### config.mk
export PLATFORM = sky130hd
export DESIGN_NAME = lsc_lowspeed_ctrl
export DESIGN_NICKNAME = d
export VERILOG_FILES = /design/src/rtl/lsc_pkg.sv /design/src/rtl/lsc_sync2.sv /design/src/rtl/lsc_lowspeed_ctrl.sv
export SDC_FILE = /design/constraint.sdc
export NUM_CORES = 1
export LEC_CHECK = 0
export ABC_CLOCK_PERIOD_IN_PS = 5300
export BUFFER_PORTS_ARGS = -buffer_cell sky130_fd_sc_hd__buf_2
export CAP_MARGIN = 10
export CORE_AREA = 2 2 71 73
export CTS_CLUSTER_SIZE = 12
export DETAILED_ROUTE_END_ITERATION = 6
export DIE_AREA = 0 0 73 75
export GPL_ROUTABILITY_DRIVEN = 0
export SETUP_SLACK_MARGIN = 0.4
export SLEW_MARGIN = 20
export SYNTH_ARGS = -nofsm -noshare
export SYNTH_HDL_FRONTEND = slang
export SYNTH_SLANG_ARGS = --single-unit
### constraint.sdc
create_clock -name CORE_CLK_IN -period 5.3 [get_ports CORE_CLK_IN]
set_input_delay 0.795 -clock CORE_CLK_IN [delete_from_list [all_inputs] [get_ports CORE_CLK_IN]]
set_output_delay 0.795 -clock CORE_CLK_IN [all_outputs]
set_load 0.02 [all_outputs]
### src/rtl/lsc_pkg.sv
// Behaviour
// - bus traffic is seen and answered only while module select is low.
// - reset held low past the minimum length restores all default settings.
// - on reset completion raise attention and clear the data-not-ready flag.
// - after power-up the same completion attention is raised without a pulse.
// - an undriven power-up control select input reads high.
// - select high keeps low power until software enables high power.
// - select low enters high power once management initialisation finishes.
// - an inserted module ties the presence line low.
// - attention is driven low for a fault or a pending reset completion.
// - attention is open collector: pulls low or releases, never drives high.
package lsc_pkg;

   // =========================================================================
   // timing
   localparam int CLK_PERIOD_NS      = 10;
   localparam int MIN_RESET_PULSE_NS = 10000;
   // least time, so round up
   localparam int MIN_RESET_CYCLES   =
      (MIN_RESET_PULSE_NS + CLK_PERIOD_NS - 1) / CLK_PERIOD_NS;
   localparam int RST_CNT_W          = 16;

   // =========================================================================
   // synchronised pin bundle, bit positions
   localparam int PIN_SDA  = 0;
   localparam int PIN_SCL  = 1;
   localparam int PIN_INIT = 2;
   localparam int PIN_RST  = 3;
   localparam int PIN_SEL  = 4;
   localparam int PIN_W    = 5;

   // =========================================================================
   // reset values
   localparam logic [PIN_W-1:0] PINS_IDLE = 5'h1F;
   localparam logic HP_ENABLE_RST  = 1'b0;
   localparam logic DNR_RST        = 1'b1;
   localparam logic DONE_EVT_RST   = 1'b0;
   localparam logic RELEASE_N      = 1'b1;
   localparam logic PULL_LOW       = 1'b0;
   localparam logic INIT_UNDRIVEN  = 1'b1;

   typedef enum logic [1:0]
   {
      ST_BOOT  = 2'h0,
      ST_RESET = 2'h1,
      ST_INIT  = 2'h2,
      ST_READY = 2'h3
   } lsc_state_type;

   typedef struct packed
   {
      logic sel_n;
      logic rst_n;
      logic init_sel;
      logic scl;
      logic sda;
   } lsc_pins_type;

   typedef struct packed
   {
      logic start;
      logic stop;
      logic bit_valid;
      logic bit_val;
      logic abort;
   } lsc_bus_ev_type;

   function automatic logic lsc_rise(input logic prev, input logic cur);
      lsc_rise = ~prev & cur;
   endfunction

   function automatic logic lsc_fall(input logic prev, input logic cur);
      lsc_fall = prev & ~cur;
   endfunction

endpackage

### src/rtl/lsc_sync2.sv
`timescale 1ns/1ps
module lsc_sync2
#(
   parameter int               WIDTH    = 1,
   parameter logic [WIDTH-1:0] RST_VAL  = '0
)
(
   input  wire logic             clk_in,
   input  wire logic             rst_in,
   input  wire logic [WIDTH-1:0] d_in,
   output logic      [WIDTH-1:0] q_out
);

   // =========================================================================
   // two-stage synchroniser; first stage read only by the second
   logic [WIDTH-1:0] meta_r;
   logic [WIDTH-1:0] meta_nxt;
   logic [WIDTH-1:0] q_r;
   logic [WIDTH-1:0] q_nxt;

   always_comb
   begin
      meta_nxt = d_in;
      q_nxt    = meta_r;
   end

   always_ff @(posedge clk_in or posedge rst_in)
   begin
      if (rst_in)
      begin
         meta_r <= RST_VAL;
         q_r    <= RST_VAL;
      end
      else
      begin
         meta_r <= meta_nxt;
         q_r    <= q_nxt;
      end
   end

   assign q_out = q_r;

endmodule

### src/rtl/lsc_lowspeed_ctrl.sv
`timescale 1ns/1ps
module lsc_lowspeed_ctrl
#(
   parameter int MIN_RESET_CYCLES_P = lsc_pkg::MIN_RESET_CYCLES
)
(
   input  wire logic CORE_CLK_IN,
   input  wire logic RST_IN,
   // host pins
   input  wire logic MODULE_SELECT_N_IN,
   input  wire logic MODULE_RESET_N_IN,
   input  wire logic POWER_UP_CONTROL_SELECT_IN,
   input  wire logic POWER_UP_CONTROL_SELECT_DRIVEN_IN,
   input  wire logic SCL_IN,
   input  wire logic SDA_IN,
   output logic      SDA_OUT,
   output logic      SDA_OE_N_OUT,
   output logic      PRESENCE_DETECT_N_OUT,
   output logic      PRESENCE_DETECT_N_OE_N_OUT,
   output logic      ATTENTION_N_OUT,
   output logic      ATTENTION_N_OE_N_OUT,
   // management core side
   input  wire logic MGMT_SDA_LOW_IN,
   input  wire logic MGMT_INIT_DONE_IN,
   input  wire logic MGMT_HP_WRITE_IN,
   input  wire logic MGMT_HP_DATA_IN,
   input  wire logic MGMT_FAULT_IN,
   input  wire logic MGMT_DONE_CLEAR_IN,
   output logic      BUS_START_OUT,
   output logic      BUS_STOP_OUT,
   output logic      BUS_BIT_VALID_OUT,
   output logic      BUS_BIT_OUT,
   output logic      BUS_ABORT_OUT,
   output logic      MGMT_RESTORE_DEFAULTS_OUT,
   output logic      DATA_NOT_READY_OUT,
   output logic      HIGH_POWER_MODE_OUT,
   output logic      RESET_DONE_EVENT_OUT
);

   import lsc_pkg::*;

   // =========================================================================
   // pin synchronisation
   logic [PIN_W-1:0] raw_pins;
   logic [PIN_W-1:0] sync_pins;
   logic             init_eff;
   lsc_pins_type     pins;

   // undriven input floats to the internal pull-up
   assign init_eff = POWER_UP_CONTROL_SELECT_DRIVEN_IN ?
                     POWER_UP_CONTROL_SELECT_IN : INIT_UNDRIVEN;

   always_comb
   begin
      raw_pins           = '0;
      raw_pins[PIN_SEL]  = MODULE_SELECT_N_IN;
      raw_pins[PIN_RST]  = MODULE_RESET_N_IN;
      raw_pins[PIN_INIT] = init_eff;
      raw_pins[PIN_SCL]  = SCL_IN;
      raw_pins[PIN_SDA]  = SDA_IN;
   end

   lsc_sync2
   #(
      .WIDTH   (PIN_W),
      .RST_VAL (PINS_IDLE)
   )
   u_sync
   (
      .clk_in (CORE_CLK_IN),
      .rst_in (RST_IN),
      .d_in   (raw_pins),
      .q_out  (sync_pins)
   );

   assign pins = lsc_pins_type'(sync_pins);

   // =========================================================================
   // 2-wire bus front end, gated by module select
   logic           scl_d_r;
   logic           scl_d_nxt;
   logic           sda_d_r;
   logic           sda_d_nxt;
   logic           xfer_r;
   logic           xfer_nxt;
   lsc_bus_ev_type ev_r;
   lsc_bus_ev_type ev_nxt;
   logic           sda_oe_n_r;
   logic           sda_oe_n_nxt;
   logic           selected;

   assign selected = ~pins.sel_n;

   always_comb
   begin
      scl_d_nxt    = pins.scl;
      sda_d_nxt    = pins.sda;
      xfer_nxt     = xfer_r;
      ev_nxt       = '0;
      sda_oe_n_nxt = RELEASE_N;
      if (selected)
      begin
         if (pins.scl && lsc_fall(sda_d_r, pins.sda))
         begin
            ev_nxt.start = 1'b1;
            xfer_nxt     = 1'b1;
         end
         else if (pins.scl && lsc_rise(sda_d_r, pins.sda))
         begin
            ev_nxt.stop = 1'b1;
            xfer_nxt    = 1'b0;
         end
         else if (xfer_r && lsc_rise(scl_d_r, pins.scl))
         begin
            ev_nxt.bit_valid = 1'b1;
            ev_nxt.bit_val   = pins.sda;
         end
         // only pull the data line while addressed
         sda_oe_n_nxt = ~MGMT_SDA_LOW_IN;
      end
      else if (xfer_r)
      begin
         // deselected mid-transfer: drop it so the core resynchronises
         ev_nxt.abort = 1'b1;
         xfer_nxt     = 1'b0;
      end
   end

   always_ff @(posedge CORE_CLK_IN or posedge RST_IN)
   begin
      if (RST_IN)
      begin
         scl_d_r    <= 1'b1;
         sda_d_r    <= 1'b1;
         xfer_r     <= 1'b0;
         ev_r       <= '0;
         sda_oe_n_r <= RELEASE_N;
      end
      else
      begin
         scl_d_r    <= scl_d_nxt;
         sda_d_r    <= sda_d_nxt;
         xfer_r     <= xfer_nxt;
         ev_r       <= ev_nxt;
         sda_oe_n_r <= sda_oe_n_nxt;
      end
   end

   // =========================================================================
   // module reset qualification and power-up sequencing
   logic [RST_CNT_W-1:0] cnt_r;
   logic [RST_CNT_W-1:0] cnt_nxt;
   lsc_state_type        state_r;
   lsc_state_type        state_nxt;
   logic                 hp_en_r;
   logic                 hp_en_nxt;
   logic                 dnr_r;
   logic                 dnr_nxt;
   logic                 hp_mode_r;
   logic                 hp_mode_nxt;
   logic                 restore_r;
   logic                 restore_nxt;
   logic                 done_pulse;
   logic                 rst_qual;

   // strictly longer than the minimum, anything shorter is a glitch
   assign rst_qual = ~pins.rst_n &&
                     (cnt_r == RST_CNT_W'(MIN_RESET_CYCLES_P));

   always_comb
   begin
      cnt_nxt     = '0;
      state_nxt   = state_r;
      hp_en_nxt   = hp_en_r;
      dnr_nxt     = dnr_r;
      restore_nxt = 1'b0;
      done_pulse  = 1'b0;
      if (!pins.rst_n && !rst_qual)
      begin
         cnt_nxt = cnt_r + RST_CNT_W'(1);
      end
      else if (rst_qual)
      begin
         cnt_nxt = cnt_r;
      end
      case (state_r)
         ST_BOOT:
         begin
            // power-up runs the same path as a pin reset
            restore_nxt = 1'b1;
            state_nxt   = ST_INIT;
         end
         ST_RESET:
         begin
            restore_nxt = 1'b1;
            hp_en_nxt   = HP_ENABLE_RST;
            dnr_nxt     = DNR_RST;
            if (pins.rst_n)
            begin
               state_nxt = ST_INIT;
            end
         end
         ST_INIT:
         begin
            if (MGMT_INIT_DONE_IN)
            begin
               dnr_nxt    = 1'b0;
               done_pulse = 1'b1;
               state_nxt  = ST_READY;
            end
         end
         ST_READY:
         begin
            if (MGMT_HP_WRITE_IN)
            begin
               hp_en_nxt = MGMT_HP_DATA_IN;
            end
         end
         default:
         begin
            state_nxt = ST_BOOT;
         end
      endcase
      if (rst_qual)
      begin
         state_nxt   = ST_RESET;
         restore_nxt = 1'b1;
         hp_en_nxt   = HP_ENABLE_RST;
         dnr_nxt     = DNR_RST;
         done_pulse  = 1'b0;
      end
      hp_mode_nxt = 1'b0;
      if (state_nxt == ST_READY)
      begin
         if (pins.init_sel)
         begin
            hp_mode_nxt = hp_en_nxt;
         end
         else
         begin
            hp_mode_nxt = 1'b1;
         end
      end
   end

   always_ff @(posedge CORE_CLK_IN or posedge RST_IN)
   begin
      if (RST_IN)
      begin
         cnt_r     <= '0;
         state_r   <= ST_BOOT;
         hp_en_r   <= HP_ENABLE_RST;
         dnr_r     <= DNR_RST;
         hp_mode_r <= 1'b0;
         restore_r <= 1'b1;
      end
      else
      begin
         cnt_r     <= cnt_nxt;
         state_r   <= state_nxt;
         hp_en_r   <= hp_en_nxt;
         dnr_r     <= dnr_nxt;
         hp_mode_r <= hp_mode_nxt;
         restore_r <= restore_nxt;
      end
   end

   // =========================================================================
   // attention and presence
   logic done_evt_r;
   logic done_evt_nxt;
   logic attn_oe_n_r;
   logic attn_oe_n_nxt;
   logic pres_oe_n_r;
   logic pres_oe_n_nxt;
   logic zero_r;
   logic zero_nxt;

   always_comb
   begin
      done_evt_nxt = done_evt_r;
      if (MGMT_DONE_CLEAR_IN)
      begin
         done_evt_nxt = 1'b0;
      end
      // a completion in the clearing cycle must not be lost
      if (done_pulse)
      begin
         done_evt_nxt = 1'b1;
      end
      if (rst_qual)
      begin
         done_evt_nxt = DONE_EVT_RST;
      end
      // pull low or release only, the host owns the pull-up
      attn_oe_n_nxt = ~(done_evt_nxt | MGMT_FAULT_IN);
      pres_oe_n_nxt = PULL_LOW;
      zero_nxt      = 1'b0;
   end

   always_ff @(posedge CORE_CLK_IN or posedge RST_IN)
   begin
      if (RST_IN)
      begin
         done_evt_r  <= DONE_EVT_RST;
         attn_oe_n_r <= RELEASE_N;
         pres_oe_n_r <= PULL_LOW;
         zero_r      <= 1'b0;
      end
      else
      begin
         done_evt_r  <= done_evt_nxt;
         attn_oe_n_r <= attn_oe_n_nxt;
         pres_oe_n_r <= pres_oe_n_nxt;
         zero_r      <= zero_nxt;
      end
   end

   // =========================================================================
   // outputs; open-drain data values are constant low flops
   assign SDA_OUT                    = zero_r;
   assign SDA_OE_N_OUT               = sda_oe_n_r;
   assign PRESENCE_DETECT_N_OUT      = zero_r;
   assign PRESENCE_DETECT_N_OE_N_OUT = pres_oe_n_r;
   assign ATTENTION_N_OUT            = zero_r;
   assign ATTENTION_N_OE_N_OUT       = attn_oe_n_r;
   assign BUS_START_OUT              = ev_r.start;
   assign BUS_STOP_OUT               = ev_r.stop;
   assign BUS_BIT_VALID_OUT          = ev_r.bit_valid;
   assign BUS_BIT_OUT                = ev_r.bit_val;
   assign BUS_ABORT_OUT              = ev_r.abort;
   assign MGMT_RESTORE_DEFAULTS_OUT  = restore_r;
   assign DATA_NOT_READY_OUT         = dnr_r;
   assign HIGH_POWER_MODE_OUT        = hp_mode_r;
   assign RESET_DONE_EVENT_OUT       = done_evt_r;

endmodule

==> results.json <==
{
  "outcome": "finished, final reports clean",
  "layout_commonest_cell": "dfrtp_1",
  "cts_hold_buffers": 0,
  "synth-main-ff-cell": "dfrtp_1",
  "fmax_mhz": 516,
  "ys_types": 44,
  "postSynthCellCount": 156,
  "maxCapViolations": 0,
  "switching_power_uw": 135,
  "hold_class": "flip-flop to flip-flop",
  "grt_max_degree": 44,
  "clock_path_buffers": 2,
  "p_seq_frac": 0.590,
  "grt_usage": 0.123,
  "critPathCaptureType": "flip-flop",
  "yosysWarnings": 0,
  "final.min_clock_period_ns": 1.94,
  "grt_pass1_wl_mm": 5.13,
  "worstSetupStartpointType": "flip-flop",
  "startpoint": "cnt_r[11]",
  "fin_ws_ns": 3.36,
  "globalRouteOverflowTotal": 0,
  "die_h_um": 75,
  "wire_per_inst_um": 12.6,
  "layout.cells.non_filler": 240,
  "drtIter0Drc": 67,
  "start_util": 0.391,
  "worstHoldStart": "u_sync.meta_r[1]",
  "numPortBuffers": 24,
  "core.rowCount": 25,
  "rsz0062_at_grt": "false",
  "p_int_uw": 465,
  "pwr-share-clk": 0.347,
  "leakage_nw": 0.911,
  "ys_ff_latch": 43,
  "grt_pass1_vias": 1177,
  "htreeDepth": 2,
  "final_nets": 201,
  "peakVddDrop_mv": 0.0936,
  "antenna_left": 0,
  "timing.hold.ws_ns": 0.351,
  "place_area_um2": 1990,
  "async_flop_share": 1.00,
  "dp_hpwl_mm": 2.11,
  "firstDrtPassIters": 4,
  "syn_to_final_growth_pct": 14.3,
  "syn-cell-area_um2": 1820,
  "tightest_slew_ns": 0.510,
  "power.share.combinational": 0.063,
  "design_area_um2": 2080,
  "yosysSeqAreaShare": 0.601,
  "drive_gt1_frac": 0.323,
  "cp.required_ns": 5.48,
  "synth_edf_count": 0,
  "grt_antenna_before_repair": 0,
  "vias_per_cell": 5.03,
  "swShare": 0.225,
  "report.final.hold_viol_count": 0,
  "clkSinkCount": 43,
  "postCtsSetupBuffers": 0,
  "wirelength_mm": 3.02,
  "synth.avg_cell_area_um2": 11.7,
  "vias": 1206,
  "cellPowerDensity_nw_per_um2": 288,
  "finalMaxSlewViolations": 0,
  "cts_inserted_buffers": 5,
  "path_clk_slew_ns": 0.08,
  "path_class": "flip-flop to flip-flop",
  "clockRootBuffer": "clkbuf_8",
  "final.setup.tns_ns": 0,
  "r2r-start": "cnt_r[11]",
  "path_max_fanout": 5,
  "ctsResizeCount": 0,
  "die-width_um": 73,
  "skew_ns": 0.00654,
  "die-area_um2": 5480,
  "core_area_um2": 4660,
  "cts_tree": "yes",
  "final_cell_mix": "27 x dfrtp_1, 24 x buf_2, 16 x dfstp_2",
  "fin_crit_sh": 0.366,
  "cp.arrival_ns": 2.12,
  "dp.cells": 232,
  "setup_violations": 0,
  "pre_cts_slack_ns": 3.37,
  "antenna_cells": 0,
  "clock_latency_ns": 0.29,
  "ios": 29,
  "relSlewSlack": 0.660,
  "drc": 0
}
-- cell type report --
class	instances	area, um2
clock buffers	7	86.3
flip-flops and latches	43	1100
inverters	7	26.3
clock inverters	1	5.00
fillers	426	2580
well taps	54	67.6
multi-input cells	103	676
repair buffers	25	128
-- Yosys cell counts (2+ instances only) --
master / number / share of area
nor3b_1: 2 / 0.0082
inv_1: 7 / 0.014
nand2_1: 10 / 0.021
and2_1: 2 / 0.0069
xor2_1: 6 / 0.029
nand4_1: 3 / 0.010
or4_4: 2 / 0.012
nor4_1: 3 / 0.010
nor2b_1: 2 / 0.0069
xnor2_1: 6 / 0.029
nand3b_1: 2 / 0.0082
nand3_1: 4 / 0.011
a21oi_1: 6 / 0.016
dfrtp_1: 27 / 0.37
nand2b_1: 6 / 0.021
ha_1: 2 / 0.014
buf_4: 4 / 0.016
dfstp_2: 16 / 0.23
nor3_1: 4 / 0.011
nor2_1: 14 / 0.029
o21ai_0: 5 / 0.014
-- cells by family (layout without fill, tap and decap cells) --
family / after synthesis / count (layout) / share of synthesized area
compound gates: 20 / 20 / 0.0734
xor+xnor: 12 / 12 / 0.0576
fa+ha+maj: 2 / 2 / 0.0137
buf+inv: 13 / 40 / 0.0350
flops: 43 / 43 / 0.601
mux: 1 / 1 / 0.00617
other cells: 1 / 4 / 0.00206
simple gates: 64 / 64 / 0.211
-- sequential cells by signal, indices dropped and copies added (netlist names), 2 cells and up --
name / cells
cnt_r: 16
u_sync.q_out: 5
state_r: 2
u_sync.meta_r: 5
-- worst max-delay path: stages, from the launching register on --
cell and delay [ns]:
dfrtp_1 0.42, or4_4 0.57, or4_4 0.58, nor2_1 0.18, nor2_1 0.08
-- power groups by stage --
| stage | registers (mW) | logic (mW) | clock network [mW] |
|---|---|---|---|
| floorplan | 0.361 | 0.0248 | 0 |
| global placement | 0.359 | 0.0372 | 0 |
| detailed placement | 0.360 | 0.0387 | 0 |
| CTS | 0.354 | 0.0389 | 0.218 |
| global route | 0.356 | 0.0428 | 0.232 |
| finish | 0.354 | 0.0376 | 0.208 |
-- final timing paths --
path	end	slack, ns	cells after the start
max	hp_en_r	3.36	4
min	u_sync.q_out[1]	0.35	0
max reg2reg	hp_en_r	3.36	4
min reg2reg	u_sync.q_out[1]	0.35	0
max in group asynchronous	u_sync.meta_r[1]	4.30	3
min in group asynchronous	hp_en_r	0.62	3
-- per-stage QoR --
step                       util  power (mW)
after global routing      0.447       0.630
after detailed placement  0.428       0.398
after floorplan               -       0.385
after global placement    0.428       0.396
after CTS                 0.447       0.610
final                     0.447       0.600
-- routing by layer --
layer  vias to the layer above  wire length [um]  global-route usage
met3                         6               150              0.0375
met2                        30              1430               0.203
met5                         -                 0                   0
met4                         0                52              0.0556
li1                        586                 -                   -
met1                       584              1390               0.148
(Power assumes the default switching activity.)
